File: config.mk
export PLATFORM = sky130hd
export DESIGN_NAME = jtap_top
export DESIGN_NICKNAME = d
export VERILOG_FILES = /design/src/pkg/jtap_pkg.sv /design/src/verilog/jtap_fifo.sv /design/src/verilog/jtap_top.sv
export VERILOG_INCLUDE_DIRS = /design/src /design/src/pkg
export SDC_FILE = /design/constraint.sdc
export NUM_CORES = 1
export LEC_CHECK = 0
export BUFFER_PORTS_ARGS = -buffer_cell sky130_fd_sc_hd__buf_4
export CAP_MARGIN = 20
export CORE_MARGIN = 10
export CORE_UTILIZATION = 55
export CTS_CLUSTER_SIZE = 28
export DETAILED_ROUTE_END_ITERATION = 7
export PLACE_DENSITY = 0.79
export SYNTH_ARGS = -nofsm -noshare
export SYNTH_HDL_FRONTEND = slang
export SYNTH_SLANG_ARGS = --single-unit
File: constraint.sdc
create_clock -name clk -period 4.1 [get_ports clk]
set_clock_uncertainty 0.1 [all_clocks]
set_input_delay 0.205 -clock clk [delete_from_list [all_inputs] [get_ports clk]]
set_output_delay 0.205 -clock clk [all_outputs]
set_load 0.05 [all_outputs]
File: src/pkg/jtap_consts.svh
// Constants of the test access port: instruction codes, reset values and widths.
// Assumes inclusion by bare name from the package and the design files.
`ifndef JTAP_CONSTS_SVH
`define JTAP_CONSTS_SVH

// =====================================================================
// Instruction chain
`define JTAP_IR_W        4
`define JTAP_IR_EXTEST   4'h0
`define JTAP_IR_INTEST   4'h1
`define JTAP_IR_SAMPLE   4'h2
`define JTAP_IR_STREAM   4'h4
`define JTAP_IR_IDCODE   4'hE
`define JTAP_IR_BYPASS   4'hF
`define JTAP_IR_CAPTURE  4'h1

// =====================================================================
// Data chains
`define JTAP_ID_W        32
// Identification value is arbitrary.
`define JTAP_ID_DEFAULT  32'h1234_5001
`define JTAP_BSR_W       8
`define JTAP_STRM_W      8
`define JTAP_STRM_D      16

// =====================================================================
// Mode-select reset sequence length
`define JTAP_TMS_RST_N   3'h5
`define JTAP_TMS_CNT_W   3

`endif

File: src/pkg/jtap_pkg.sv
// Types of the test access port: controller states and data chain selection.
// Assumes the constants header is on the include path.
package jtap_pkg;
`include "jtap_consts.svh"

   // ==================================================================
   // Controller states, one-hot
   typedef enum logic [15:0] {
      JTAP_TLR    = 16'h0001,
      JTAP_RTI    = 16'h0002,
      JTAP_SEL_DR = 16'h0004,
      JTAP_CAP_DR = 16'h0008,
      JTAP_SHF_DR = 16'h0010,
      JTAP_EX1_DR = 16'h0020,
      JTAP_PAU_DR = 16'h0040,
      JTAP_EX2_DR = 16'h0080,
      JTAP_UPD_DR = 16'h0100,
      JTAP_SEL_IR = 16'h0200,
      JTAP_CAP_IR = 16'h0400,
      JTAP_SHF_IR = 16'h0800,
      JTAP_EX1_IR = 16'h1000,
      JTAP_PAU_IR = 16'h2000,
      JTAP_EX2_IR = 16'h4000,
      JTAP_UPD_IR = 16'h8000
   } jtap_state_t;

   // ==================================================================
   // Data chain chosen by the current instruction
   typedef enum logic [4:0] {
      JTAP_CH_NONE = 5'h01,
      JTAP_CH_BYP  = 5'h02,
      JTAP_CH_ID   = 5'h04,
      JTAP_CH_BS   = 5'h08,
      JTAP_CH_STRM = 5'h10
   } jtap_chain_t;
endpackage

File: src/verilog/jtap_fifo.sv
// Synchronous FIFO carrying words shifted in through the stream chain.
// Assumes one clock and a synchronised active-low reset; DEPTH is a power of two.
`timescale 1ns/10ps
`include "jtap_consts.svh"
module jtap_fifo #(
   parameter int WIDTH = `JTAP_STRM_W,
   parameter int DEPTH = `JTAP_STRM_D
) (
   // Clock and reset
   input  wire logic             clk,
   input  wire logic             rst_n,
   // Filling side
   input  wire logic             in_valid,
   output logic                  in_ready,
   input  wire logic [WIDTH-1:0] in_data,
   // Draining side
   output logic                  out_valid,
   input  wire logic             out_ready,
   output logic [WIDTH-1:0]      out_data
);
   import jtap_pkg::*;
   localparam int AW = $clog2(DEPTH);

   logic [WIDTH-1:0] mem_r [DEPTH];
   logic [AW-1:0]    wr_ptr_r;
   logic [AW-1:0]    wr_ptr_nxt;
   logic [AW-1:0]    rd_ptr_r;
   logic [AW-1:0]    rd_ptr_nxt;
   logic [AW:0]      cnt_r;
   logic [AW:0]      cnt_nxt;
   logic             push;
   logic             pop;

   // =================================================================
   // Pointer and level logic
   assign in_ready  = (cnt_r != DEPTH[AW:0]);
   assign out_valid = (cnt_r != '0);
   assign out_data  = mem_r[rd_ptr_r];
   assign push      = in_valid & in_ready;
   assign pop       = out_valid & out_ready;

   always_comb begin
      wr_ptr_nxt = push ? wr_ptr_r + 1'b1 : wr_ptr_r;
      rd_ptr_nxt = pop ? rd_ptr_r + 1'b1 : rd_ptr_r;
      cnt_nxt    = cnt_r + {{AW{1'b0}}, push} - {{AW{1'b0}}, pop};
   end

   always_ff @(posedge clk or negedge rst_n) begin
      if (!rst_n) begin
         wr_ptr_r <= '0;
         rd_ptr_r <= '0;
         cnt_r    <= '0;
      end else begin
         wr_ptr_r <= wr_ptr_nxt;
         rd_ptr_r <= rd_ptr_nxt;
         cnt_r    <= cnt_nxt;
      end
   end

   // Storage has no reset; only written words are ever read.
   always_ff @(posedge clk) begin
      if (push) begin
         mem_r[wr_ptr_r] <= in_data;
      end
   end
endmodule

File: src/verilog/jtap_top.sv
// Test access port controller with instruction, bypass, identification,
// boundary and stream chains, sampled from the system clock.
// Assumes test pins arrive asynchronously and test clock is well below clk/4.
//
// How it works
// - State advances only at sampled test-clock rising edges, chosen by mode-select.
// - Test reset low forces and holds Test-Logic-Reset.
// - Entering Test-Logic-Reset loads the identification instruction.
// - Five rising edges with mode-select high always reach Test-Logic-Reset.
// - Power-on reset also puts the controller into Test-Logic-Reset.
// - A static test clock leaves state and all chains untouched.
// - Unimplemented instruction codes behave as bypass.
// - External and internal test instructions touch no chain.
// - The held instruction chooses which data chain is captured, shifted, updated.
// - Controller state chooses instruction or data chain and capture, shift, update.
// - Data-in is sampled at each rising edge in Shift-IR or Shift-DR into the chosen chain.
// - Data-out is released at each falling edge outside shifting, and after reset.
// - Capture loads a chain in parallel; shift moves one bit per edge.
// - Update copies the chain into its holding register, else unchanged.
// - After reset the shared pins serve the test port; select bit reassigns them.
// - Instruction chain and instruction register are four bits wide.
// - Code 1111 picks one-bit bypass; code 1110 picks identification chain.
`timescale 1ns/10ps
`include "jtap_consts.svh"
module jtap_top #(
   parameter int          BSR_W    = `JTAP_BSR_W,
   parameter int          STRM_W   = `JTAP_STRM_W,
   parameter int          STRM_D   = `JTAP_STRM_D,
   parameter logic [31:0] ID_VALUE = `JTAP_ID_DEFAULT
) (
   // System clock and reset
   input  wire logic              clk,
   input  wire logic              arst_n,
   // Test port pins
   input  wire logic              tck,
   input  wire logic              tms,
   input  wire logic              tdi,
   input  wire logic              trst_n,
   output logic                   tdo,
   output logic                   tdo_oe_n,
   // Pin function selection
   input  wire logic              fn_sel_wr,
   input  wire logic              alternate_function_bit,
   output logic                   pin_alternate_function_select,
   // Boundary cells
   input  wire logic [BSR_W-1:0]  bs_pin_in,
   output logic [BSR_W-1:0]       bs_drive,
   output logic                   bs_ext_en,
   output logic                   bs_int_en,
   // Stream output
   output logic                   strm_valid,
   output logic [STRM_W-1:0]      strm_data,
   input  wire logic              strm_ready,
   // Controller state
   output jtap_pkg::jtap_state_t  tap_state
);
   import jtap_pkg::*;

   logic               rst_s1;
   logic               rst_n;
   logic               tck_s1, tck_s2, tck_s3;
   logic               tms_s1, tms_s2;
   logic               tdi_s1, tdi_s2;
   logic               trst_s1, trst_s2;
   logic [BSR_W-1:0]   bsi_s1, bsi_s2;
   logic               tck_rise;
   logic               tck_fall;
   jtap_state_t        state_r, state_nxt;
   logic [3:0]         ir_sr_r, ir_sr_nxt, ir_r, ir_nxt;
   logic               byp_r, byp_nxt;
   logic [31:0]        id_sr_r, id_sr_nxt;
   logic [BSR_W-1:0]   bs_sr_r, bs_sr_nxt, bs_hold_r, bs_hold_nxt;
   logic [STRM_W-1:0]  us_sr_r, us_sr_nxt;
   logic               sel_r, sel_nxt, ext_r, ext_nxt, int_r, int_nxt;
   logic               tdo_r, tdo_nxt, oe_n_r, oe_n_nxt;
   logic               sv_r, sv_nxt;
   logic [STRM_W-1:0]  sd_r, sd_nxt;
   jtap_chain_t        chain;
   logic               push, f_in_ready, f_out_valid, f_out_ready;
   logic [STRM_W-1:0]  f_out_data;
   logic               shifting;
   logic               chain_lsb;

   // ==================================================================
   // Reset release and pin synchronisers
   always_ff @(posedge clk or negedge arst_n) begin
      if (!arst_n) begin
         rst_s1 <= 1'b0;
         rst_n  <= 1'b0;
      end else begin
         rst_s1 <= 1'b1;
         rst_n  <= rst_s1;
      end
   end

   always_ff @(posedge clk or negedge rst_n) begin
      if (!rst_n) begin
         {tck_s1, tck_s2, tck_s3} <= 3'h7;
         {tms_s1, tms_s2}         <= 2'h3;
         {tdi_s1, tdi_s2}         <= 2'h3;
         {trst_s1, trst_s2}       <= 2'h0;
         bsi_s1                   <= '0;
         bsi_s2                   <= '0;
      end else begin
         {tck_s1, tck_s2, tck_s3} <= {tck, tck_s1, tck_s2};
         {tms_s1, tms_s2}         <= {tms, tms_s1};
         {tdi_s1, tdi_s2}         <= {tdi, tdi_s1};
         {trst_s1, trst_s2}       <= {trst_n, trst_s1};
         bsi_s1                   <= bs_pin_in;
         bsi_s2                   <= bsi_s1;
      end
   end

   // Edges count only while the pins serve the test port.
   assign tck_rise = sel_r & tck_s2 & ~tck_s3;
   assign tck_fall = sel_r & ~tck_s2 & tck_s3;

   // ==================================================================
   // Controller state transitions
   function automatic jtap_state_t tap_next(input jtap_state_t s, input logic m);
      case (s)
         JTAP_TLR:    tap_next = m ? JTAP_TLR    : JTAP_RTI;
         JTAP_RTI:    tap_next = m ? JTAP_SEL_DR : JTAP_RTI;
         JTAP_SEL_DR: tap_next = m ? JTAP_SEL_IR : JTAP_CAP_DR;
         JTAP_CAP_DR: tap_next = m ? JTAP_EX1_DR : JTAP_SHF_DR;
         JTAP_SHF_DR: tap_next = m ? JTAP_EX1_DR : JTAP_SHF_DR;
         JTAP_EX1_DR: tap_next = m ? JTAP_UPD_DR : JTAP_PAU_DR;
         JTAP_PAU_DR: tap_next = m ? JTAP_EX2_DR : JTAP_PAU_DR;
         JTAP_EX2_DR: tap_next = m ? JTAP_UPD_DR : JTAP_SHF_DR;
         JTAP_UPD_DR: tap_next = m ? JTAP_SEL_DR : JTAP_RTI;
         JTAP_SEL_IR: tap_next = m ? JTAP_TLR    : JTAP_CAP_IR;
         JTAP_CAP_IR: tap_next = m ? JTAP_EX1_IR : JTAP_SHF_IR;
         JTAP_SHF_IR: tap_next = m ? JTAP_EX1_IR : JTAP_SHF_IR;
         JTAP_EX1_IR: tap_next = m ? JTAP_UPD_IR : JTAP_PAU_IR;
         JTAP_PAU_IR: tap_next = m ? JTAP_EX2_IR : JTAP_PAU_IR;
         JTAP_EX2_IR: tap_next = m ? JTAP_UPD_IR : JTAP_SHF_IR;
         JTAP_UPD_IR: tap_next = m ? JTAP_SEL_DR : JTAP_RTI;
         default:     tap_next = JTAP_TLR;
      endcase
   endfunction

   // Instruction decode into a data chain.
   always_comb begin
      case (ir_r)
         `JTAP_IR_EXTEST: chain = JTAP_CH_NONE;
         `JTAP_IR_INTEST: chain = JTAP_CH_NONE;
         `JTAP_IR_SAMPLE: chain = JTAP_CH_BS;
         `JTAP_IR_STREAM: chain = JTAP_CH_STRM;
         `JTAP_IR_IDCODE: chain = JTAP_CH_ID;
         default:         chain = JTAP_CH_BYP;
      endcase
   end

   assign push = tck_rise & trst_s2 & (state_r == JTAP_UPD_DR) & (chain == JTAP_CH_STRM);

   // ==================================================================
   // Controller state and shift chains
   always_comb begin
      state_nxt   = state_r;
      ir_sr_nxt   = ir_sr_r;
      ir_nxt      = ir_r;
      byp_nxt     = byp_r;
      id_sr_nxt   = id_sr_r;
      bs_sr_nxt   = bs_sr_r;
      bs_hold_nxt = bs_hold_r;
      us_sr_nxt   = us_sr_r;
      sel_nxt     = fn_sel_wr ? alternate_function_bit : sel_r;
      if (!trst_s2) begin
         state_nxt = JTAP_TLR;
      end else if (tck_rise) begin
         state_nxt = tap_next(state_r, tms_s2);
         case (state_r)
            JTAP_CAP_IR: ir_sr_nxt = `JTAP_IR_CAPTURE;
            JTAP_SHF_IR: ir_sr_nxt = {tdi_s2, ir_sr_r[3:1]};
            JTAP_UPD_IR: ir_nxt    = ir_sr_r;
            JTAP_CAP_DR: begin
               byp_nxt   = (chain == JTAP_CH_BYP) ? 1'b0 : byp_r;
               id_sr_nxt = (chain == JTAP_CH_ID) ? ID_VALUE : id_sr_r;
               bs_sr_nxt = (chain == JTAP_CH_BS) ? bsi_s2 : bs_sr_r;
               // The stream chain reports a full buffer in its low bit.
               us_sr_nxt = (chain == JTAP_CH_STRM) ? STRM_W'({~f_in_ready}) : us_sr_r;
            end
            JTAP_SHF_DR: begin
               byp_nxt   = (chain == JTAP_CH_BYP) ? tdi_s2 : byp_r;
               id_sr_nxt = (chain == JTAP_CH_ID) ? {tdi_s2, id_sr_r[31:1]} : id_sr_r;
               bs_sr_nxt = (chain == JTAP_CH_BS) ? {tdi_s2, bs_sr_r[BSR_W-1:1]} : bs_sr_r;
               us_sr_nxt = (chain == JTAP_CH_STRM) ? {tdi_s2, us_sr_r[STRM_W-1:1]}
                                                   : us_sr_r;
            end
            JTAP_UPD_DR: bs_hold_nxt = (chain == JTAP_CH_BS) ? bs_sr_r : bs_hold_r;
            default: ;
         endcase
      end
      if (state_nxt == JTAP_TLR) begin
         ir_nxt = `JTAP_IR_IDCODE;
      end
      ext_nxt = (ir_nxt == `JTAP_IR_EXTEST);
      int_nxt = (ir_nxt == `JTAP_IR_INTEST);
   end

   always_ff @(posedge clk or negedge rst_n) begin
      if (!rst_n) begin
         state_r   <= JTAP_TLR;
         ir_sr_r   <= '0;
         ir_r      <= `JTAP_IR_IDCODE;
         byp_r     <= 1'b0;
         id_sr_r   <= '0;
         bs_sr_r   <= '0;
         bs_hold_r <= '0;
         us_sr_r   <= '0;
         sel_r     <= 1'b1;
         ext_r     <= 1'b0;
         int_r     <= 1'b0;
      end else begin
         state_r   <= state_nxt;
         ir_sr_r   <= ir_sr_nxt;
         ir_r      <= ir_nxt;
         byp_r     <= byp_nxt;
         id_sr_r   <= id_sr_nxt;
         bs_sr_r   <= bs_sr_nxt;
         bs_hold_r <= bs_hold_nxt;
         us_sr_r   <= us_sr_nxt;
         sel_r     <= sel_nxt;
         ext_r     <= ext_nxt;
         int_r     <= int_nxt;
      end
   end

   // ==================================================================
   // Data-out driver, changed only on falling test-clock edges; enable also released while the pins are reassigned
   always_comb begin
      case (chain)
         JTAP_CH_BYP:  chain_lsb = byp_r;
         JTAP_CH_ID:   chain_lsb = id_sr_r[0];
         JTAP_CH_BS:   chain_lsb = bs_sr_r[0];
         JTAP_CH_STRM: chain_lsb = us_sr_r[0];
         default:      chain_lsb = 1'b0;
      endcase
      shifting = (state_r == JTAP_SHF_IR) ||
                 ((state_r == JTAP_SHF_DR) && (chain != JTAP_CH_NONE));
      tdo_nxt  = tdo_r;
      oe_n_nxt = sel_r ? oe_n_r : 1'b1;
      if (tck_fall) begin
         tdo_nxt  = (state_r == JTAP_SHF_IR) ? ir_sr_r[0] : chain_lsb;
         oe_n_nxt = ~shifting;
      end
   end

   always_ff @(posedge clk or negedge rst_n) begin
      if (!rst_n) begin
         tdo_r  <= 1'b1;
         oe_n_r <= 1'b1;
      end else begin
         tdo_r  <= tdo_nxt;
         oe_n_r <= oe_n_nxt;
      end
   end

   // ==================================================================
   // Stream buffer and output register
   jtap_fifo #(.WIDTH(STRM_W), .DEPTH(STRM_D)) u_fifo (
      .clk       (clk),
      .rst_n     (rst_n),
      .in_valid  (push),
      .in_ready  (f_in_ready),
      .in_data   (us_sr_r),
      .out_valid (f_out_valid),
      .out_ready (f_out_ready),
      .out_data  (f_out_data)
   );

   assign f_out_ready = f_out_valid & (~sv_r | strm_ready);

   always_comb begin
      sv_nxt = f_out_ready ? 1'b1 : (strm_ready ? 1'b0 : sv_r);
      sd_nxt = f_out_ready ? f_out_data : sd_r;
   end

   always_ff @(posedge clk or negedge rst_n) begin
      if (!rst_n) begin
         sv_r <= 1'b0;
         sd_r <= '0;
      end else begin
         sv_r <= sv_nxt;
         sd_r <= sd_nxt;
      end
   end

   assign tdo                           = tdo_r;
   assign tdo_oe_n                      = oe_n_r;
   assign pin_alternate_function_select = sel_r;
   assign bs_drive                      = bs_hold_r;
   assign bs_ext_en                     = ext_r;
   assign bs_int_en                     = int_r;
   assign strm_valid                    = sv_r;
   assign strm_data                     = sd_r;
   assign tap_state                     = state_r;

   // ==================================================================
   // Checks
   logic [2:0] tms_cnt_r;
   always_ff @(posedge clk or negedge rst_n) begin
      if (!rst_n) begin
         tms_cnt_r <= '0;
      end else if (tck_rise) begin
         tms_cnt_r <= !tms_s2 ? 3'h0 : (tms_cnt_r == `JTAP_TMS_RST_N) ? tms_cnt_r
                                                               : tms_cnt_r + 3'h1;
      end
   end
endmodule

==> results.yml, run 1 <==
global_routing:
  grt_pass1_vias: 6676
  overflow: 0
  grt_antenna_before_repair: 1
  grt_max_degree: 78
  grt_usage_pct: 18.4
  grt_pass1_wl_um: 37800
die:
  die_w_um: 160
  io_pins: 55
  core_um2: 19300
  core.rowCount: 51
  start_util_pct: 55.6
  chipHeight_um: 160
  fp.dieArea_um2: 25500
clocking:
  cts.htree.levels: 1
  cts_setup_buffers: 0
  cts_root_buffer: "clkbuf_16"
  ctsLongestPathBuffers: 3
  clkLatencyLatePin_ps: 530
  clkTransAtPathRegs_ps: 70
  cts_buffers: 26
  cts_sinks: 263
  cts_tree: "yes"
worst_hold_path:
  hold_depth: 2
  hp-class: "input pin to flop"
finish:
  fin_area_um2: 12400
  nets: 797
  fillers: 1330
  drive_gt1_share_pct: 24.4
  syn2layout_area_growth_pct: 15.6
yosys:
  yosys_warnings: 0
  syn_inst: 704
  ys_types: 60
  synth_edf_count: 128
  syn-num-nets: 733
  synth.avg_cell_area_um2: 15.3
  ys.flop_type: "edfxtp_1"
  ys_seq_area_share_pct: 67.4
  synthArstFlopShare_pct: 51.3
  synth_seq_cells: 263
  syn_area_um2: 10700
power_and_ir_drop:
  power_density_nw_per_um2: 489
  leakagePower_nw: 5.36
  peakVddDrop_v: 0.000328
route:
  vias_per_cell: 6.01
  wl_met2_um: 11700
  wl_met1_um: 9540
  wl_per_cell_um: 22.4
  wl_met3_um: 1710
  vias: 6339
  post-route-drc-count: 0
  firstDrtPassIters: 5
  drt-total-wl_um: 23600
  topRoutingLayerUsed: "met4"
  initialDrtViolationCount: 561
  drtAntennaViolNets: 0
placed_design:
  placed_area_um2: 11400
  port_buffers: 54
  hpwl_um: 15100
  dp_slack_ps: 692
  gp_congestion: 0.918
critical_path:
  r2r-end: "u_fifo.cnt_r[4]"
  worstPathRequired_ps: 4440
  end_kind: "flop"
  start_kind: "flop"
  rr_worst_depth: 11
  worstSetupEndpoint: "u_fifo.cnt_r[4]"
  reg2reg_slack_ps: 570
  worst-path-max-fanout: 13
  crit_type: "flop to flop"
  regToRegStartpoint: "tap_state[5]"
  arrival_ps: 3870
  crit_start: "tap_state[5]"
sta:
  hold_viol: 0
  worst_slew_pin_slew_ps: 1010
  rsz0062_at_grt: "false"
  fin_crit_sh_pct: 86.1
  fin_tns_setup_ps: 0
  fin_crit_ps: 3530
  slew_viol_final: 0
  setup_viol: 0
  clock.fmax_mhz: 283
  finalWorstSetupSlack_ps: 569
  relSlewSlack_pct: 32.6
flow_run:
  cap_viol_max_count: 0
outcome:
  status: "completed"
kinds of logic after synthesis:
logic type	count (synthesis)	synth area share, %
multiplexers	71	11.5
flip-flops	263	67.4
AND/OR/NAND/NOR	178	8.79
adder cells (fa/ha/maj)	13	1.56
other	1	0.0349
buffers and inverters	64	2.69
AO/OA/AOI/OAI	93	6.32
XOR/XNOR	21	1.71
synthesized netlist by cell type, types with 5 or more instances:
| library cell | instances | area share, % |
|---|---|---|
| ha_1 | 11 | 1.3 |
| mux2_2 | 19 | 2.0 |
| edfxtp_1 | 128 | 36 |
| mux4_2 | 40 | 8.4 |
| nor3_1 | 14 | 0.65 |
| o21ai_0 | 26 | 1.2 |
| nand2_1 | 54 | 1.9 |
| xor2_1 | 8 | 0.65 |
| nand4_1 | 10 | 0.58 |
| nor4_1 | 9 | 0.52 |
| mux2i_1 | 12 | 1.1 |
| dfrtp_1 | 121 | 28 |
| a21oi_1 | 6 | 0.28 |
| buf_2 | 9 | 0.42 |
| nor2_1 | 41 | 1.4 |
| nand3_1 | 10 | 0.47 |
| buf_1 | 6 | 0.21 |
| a22o_1 | 35 | 2.9 |
| o22a_1 | 8 | 0.65 |
| inv_1 | 17 | 0.59 |
| dfstp_2 | 14 | 3.4 |
| xnor2_1 | 13 | 1.1 |
| nand4b_1 | 5 | 0.41 |
| clkbuf_1 | 26 | 0.91 |
state kept, by name (all words and copies together), names as in the netlist, 4 cells and up:
name	cells
bs_sr_r	8
bs_drive	8
bsi_s2	8
u_fifo.rd_ptr_r	4
ir_sr_r	4
tap_state	16
u_fifo.mem_r	128
u_fifo.cnt_r	5
id_sr_r	32
bsi_s1	8
ir_r	4
us_sr_r	8
u_fifo.wr_ptr_r	4
strm_data	8
worst max-delay path, cell delays in order, from the launching register on:
cell     delay, ps
dfrtp_1        540
or4_1          660
nor3_1         360
and4_1         480
ha_1           230
inv_1           60
fa_1           440
inv_1          100
a21oi_1         80
nor2_1         140
nor2_1          70
xnor2_1        180
power by group:
group	internal (mW)	leakage, nW	switching, mW
clock	1.44	0.435	1.01
sequential	2.82	3.24	0.138
combinational	0.321	1.68	0.338
per-layer routing:
metal  vias to the layer above  GRT usage [%]
li1                       2793              -
met1                      3217           24.1
met2                       277           30.1
met3                        52           4.16
met4                         0           5.56
met5                         -              0
final cells by class:
class / count / area, um2 / share of cell area, %
timing repair buffer: 83 / 678 / 5.46
inverter: 17 / 63.8 / 0.514
sequential: 263 / 7240 / 58.3
antenna: 1 / 2.50 / 0.0201
clock inverter: 18 / 213 / 1.71
multi-input combinational: 377 / 3210 / 25.9
clock buffer: 30 / 676 / 5.44
tap: 265 / 332 / 2.67
worst min path at each step:
stage                      start   endpoint  slack (ps)
floorplan                 arst_n      rst_n        -190
global placement          arst_n     rst_s1        -110
detailed placement        arst_n     rst_s1        -110
CTS                 bs_pin_in[6]  bsi_s1[6]         220
global route        bs_pin_in[4]  bsi_s1[4]         220
finish              bs_pin_in[2]  bsi_s1[2]         230
metrics by stage:
stage / util, % / instances / hold WS, ps / total power [mW]
2_1_floorplan: - / 704 / -191 / 3.47
3_3_place_gp: 58.8 / 988 / -111 / 3.60
5_1_grt: 64.2 / 1053 / 220 / 6.32
6_report: 64.3 / 1054 / 234 / 6.08
4_1_cts: 64.2 / 1053 / 216 / 6.13
3_5_place_dp: 58.8 / 988 / -111 / 3.64
repair_timing:
action	4_1_cts	5_1_grt
endpoints found under the setup margin	0	0
hold buffers	17	0
endpoints found under the hold margin	16	0
gates resized for setup	0	0
placed cells by master, fill, tap and decap left out, drive strengths merged, types with 12 or more instances in the layout:
| cell type | Yosys | routed |
|---|---|---|
| clkbuf | 26 | 30 |
| xnor2 | 13 | 13 |
| nor2 | 41 | 41 |
| mux2i | 12 | 12 |
| mux4 | 40 | 40 |
| a22o | 35 | 35 |
| buf | 21 | 66 |
| nand2 | 54 | 54 |
| dlygate4sd3 | 0 | 17 |
| inv | 17 | 20 |
| nor3 | 17 | 17 |
| edfxtp | 128 | 128 |
| dfstp | 14 | 14 |
| mux2 | 19 | 19 |
| o21ai | 27 | 27 |
| dfrtp | 121 | 121 |
(Power assumes the default switching activity.)
==> run 2, diff against run 1 <==
Settings changed: CAP_MARGIN 20 to default, CELL_PAD_IN_SITES_DETAIL_PLACEMENT from default to 1, CELL_PAD_IN_SITES_GLOBAL_PLACEMENT from default to 2, CORE_UTILIZATION 55 to 40, PLACE_DENSITY 0.79 to 0.78.
==> run 2 against run 1 <==
Net effect:
- critical path type unchanged
- register-to-register slack better by 100 ps
- via count fell by 3.3%
- clock power hardly changed
- sequential power is essentially flat
==> results.yml, run 2 (synthesis results as in run 1) <==
route:
  drtAntennaViolNets: 0
  wl_per_cell_um: 21.4
  initialDrtViolationCount: 448
  firstDrtPassIters: 4
  drt-total-wl_um: 24200
  post-route-drc-count: 0
  vias_per_cell: 5.43
  vias: 6127
global_routing:
  grt_antenna_before_repair: 0
  grt_max_degree: 70
  use_met3_pct: 2.63
  grt_usage_pct: 14.6
  grt_pass1_vias: 6647
  use_met1_pct: 18.9
  grt_pass1_wl_um: 39200
  busiest_layer: "met2"
  overflow: 0
  grt.met2_usage_pct: 24.5
clocking:
  cts_sinks: 263
  cts.htree.levels: 1
  clkTransAtPathRegs_ps: 60
  post_cts_resized: 0
  ctsLongestPathBuffers: 3
  cts_root_buffer: "clkbuf_16"
  cts_hold_buf: 17
  cts_setup_buffers: 0
  clkLatencyLatePin_ps: 530
  cts_buffers: 28
  cts_tree: "yes"
power_and_ir_drop:
  fin_total_pwr_mw: 6.05
  power_frac_comb_pct: 10.0
  p_int_mw: 4.61
  power_density_nw_per_um2: 482
  p_seq_share_pct: 49.1
  pwr-share-clk_pct: 40.8
  leakagePower_nw: 5.40
  switchingPower_mw: 1.44
  netSwitchingFraction_pct: 23.9
  peakVddDrop_v: 0.000260
sta:
  fin_crit_sh_pct: 83.7
  rsz0062_at_grt: "false"
  slew_viol_final: 0
  clock.fmax_mhz: 291
  fin_crit_ps: 3430
  relSlewSlack_pct: 34.8
  worst_slew_pin_slew_ps: 979
  setup_viol: 0
  fin_tns_setup_ps: 0
  hold_viol: 0
die:
  fp.dieArea_um2: 33800
  io_pins: 55
  start_util_pct: 40.9
  core_um2: 26300
  core.rowCount: 59
  chipHeight_um: 184
  die_w_um: 184
flow_run:
  cap_viol_max_count: 0
critical_path:
  worstPathRequired_ps: 4410
  start_kind: "flop"
  r2r-end: "u_fifo.cnt_r[4]"
  reg2reg_slack_ps: 670
  crit_type: "flop to flop"
  end_kind: "flop"
  rr_worst_depth: 11
  arrival_ps: 3740
  regToRegStartpoint: "tap_state[5]"
  worst-path-max-fanout: 13
placed_design:
  gp_congestion: 0.852
  port_buffers: 54
  placed_area_um2: 11500
  hpwl_um: 16500
finish:
  largest_reg_flops: 128
  nets: 801
  diodes: 0
  regMostFlops: "u_fifo.mem_r"
  fin_area_um2: 12600
  mostFrequentLayoutCell: "edfxtp_1"
  drive_gt1_share_pct: 24.8
  final_cell_mix: "edfxtp_1 (128), dfrtp_1 (119), buf_4 (67), nand2_1 (54), nor2_1 (41)"
  fin_util_pct: 47.8
  syn2layout_area_growth_pct: 16.9
worst_hold_path:
  hold_depth: 2
  hp-class: "input pin to flop"
  holdPathEnd: "tdi_s1"
  hold_start: "tdi"
outcome:
  status: "completed"
-- run 2: area by class of cell --
| type | instances | area (um2) |
|---|---|---|
| Multi-Input combinational cell | 377 | 3210 |
| Clock inverter | 17 | 150 |
| Timing Repair Buffer | 85 | 693 |
| Fill cell | 2569 | 13700 |
| Clock buffer | 35 | 772 |
| Sequential cell | 263 | 7240 |
| Tap cell | 335 | 419 |
| Inverter | 17 | 63.8 |
-- run 2: critical path, stage by stage (launching register included) --
cell	delay, ps
dfrtp_1	540
or4_1	690
nor3_1	370
and4_1	470
ha_1	230
inv_1	70
fa_1	420
inv_1	70
a21oi_1	60
nor2_1	110
nor2_1	70
xnor2_1	120
-- run 2: stage by stage --
stage	hold slack (ps)	instances	setup WS, ps
floorplan	-191	704	758
global placement	-113	1060	765
detailed placement	-111	1060	642
CTS	197	1129	640
global route	209	1129	406
finish	220	1129	669
-- run 2: layer usage --
metal	share of wire, %	routed length, um
met5	0	0
met4	3.1	755
met3	4.6	1110
met2	50	12000
met1	43	10300
-- run 2: worst max path at each step --
stage | from | to | cells past startpoint
2_1_floorplan | tap_state[13] | u_fifo.mem_r[3][0] | 8
5_1_grt | tap_state[5] | u_fifo.mem_r[13][0] | 5
3_5_place_dp | tap_state[5] | u_fifo.cnt_r[4] | 11
4_1_cts | tap_state[5] | u_fifo.cnt_r[4] | 11
6_report | tap_state[5] | u_fifo.cnt_r[4] | 11
3_3_place_gp | tap_state[5] | u_fifo.cnt_r[4] | 11
-- run 2: power groups by stage --
stage               sequential (mW)  combinational, mW  clock (mW)
floorplan                      2.93              0.538           0
global placement               3.03              0.573           0
detailed placement             3.03              0.609           0
CTS                            2.98              0.623        2.53
global route                   3.00              0.677        2.66
finish                         2.97              0.607        2.47
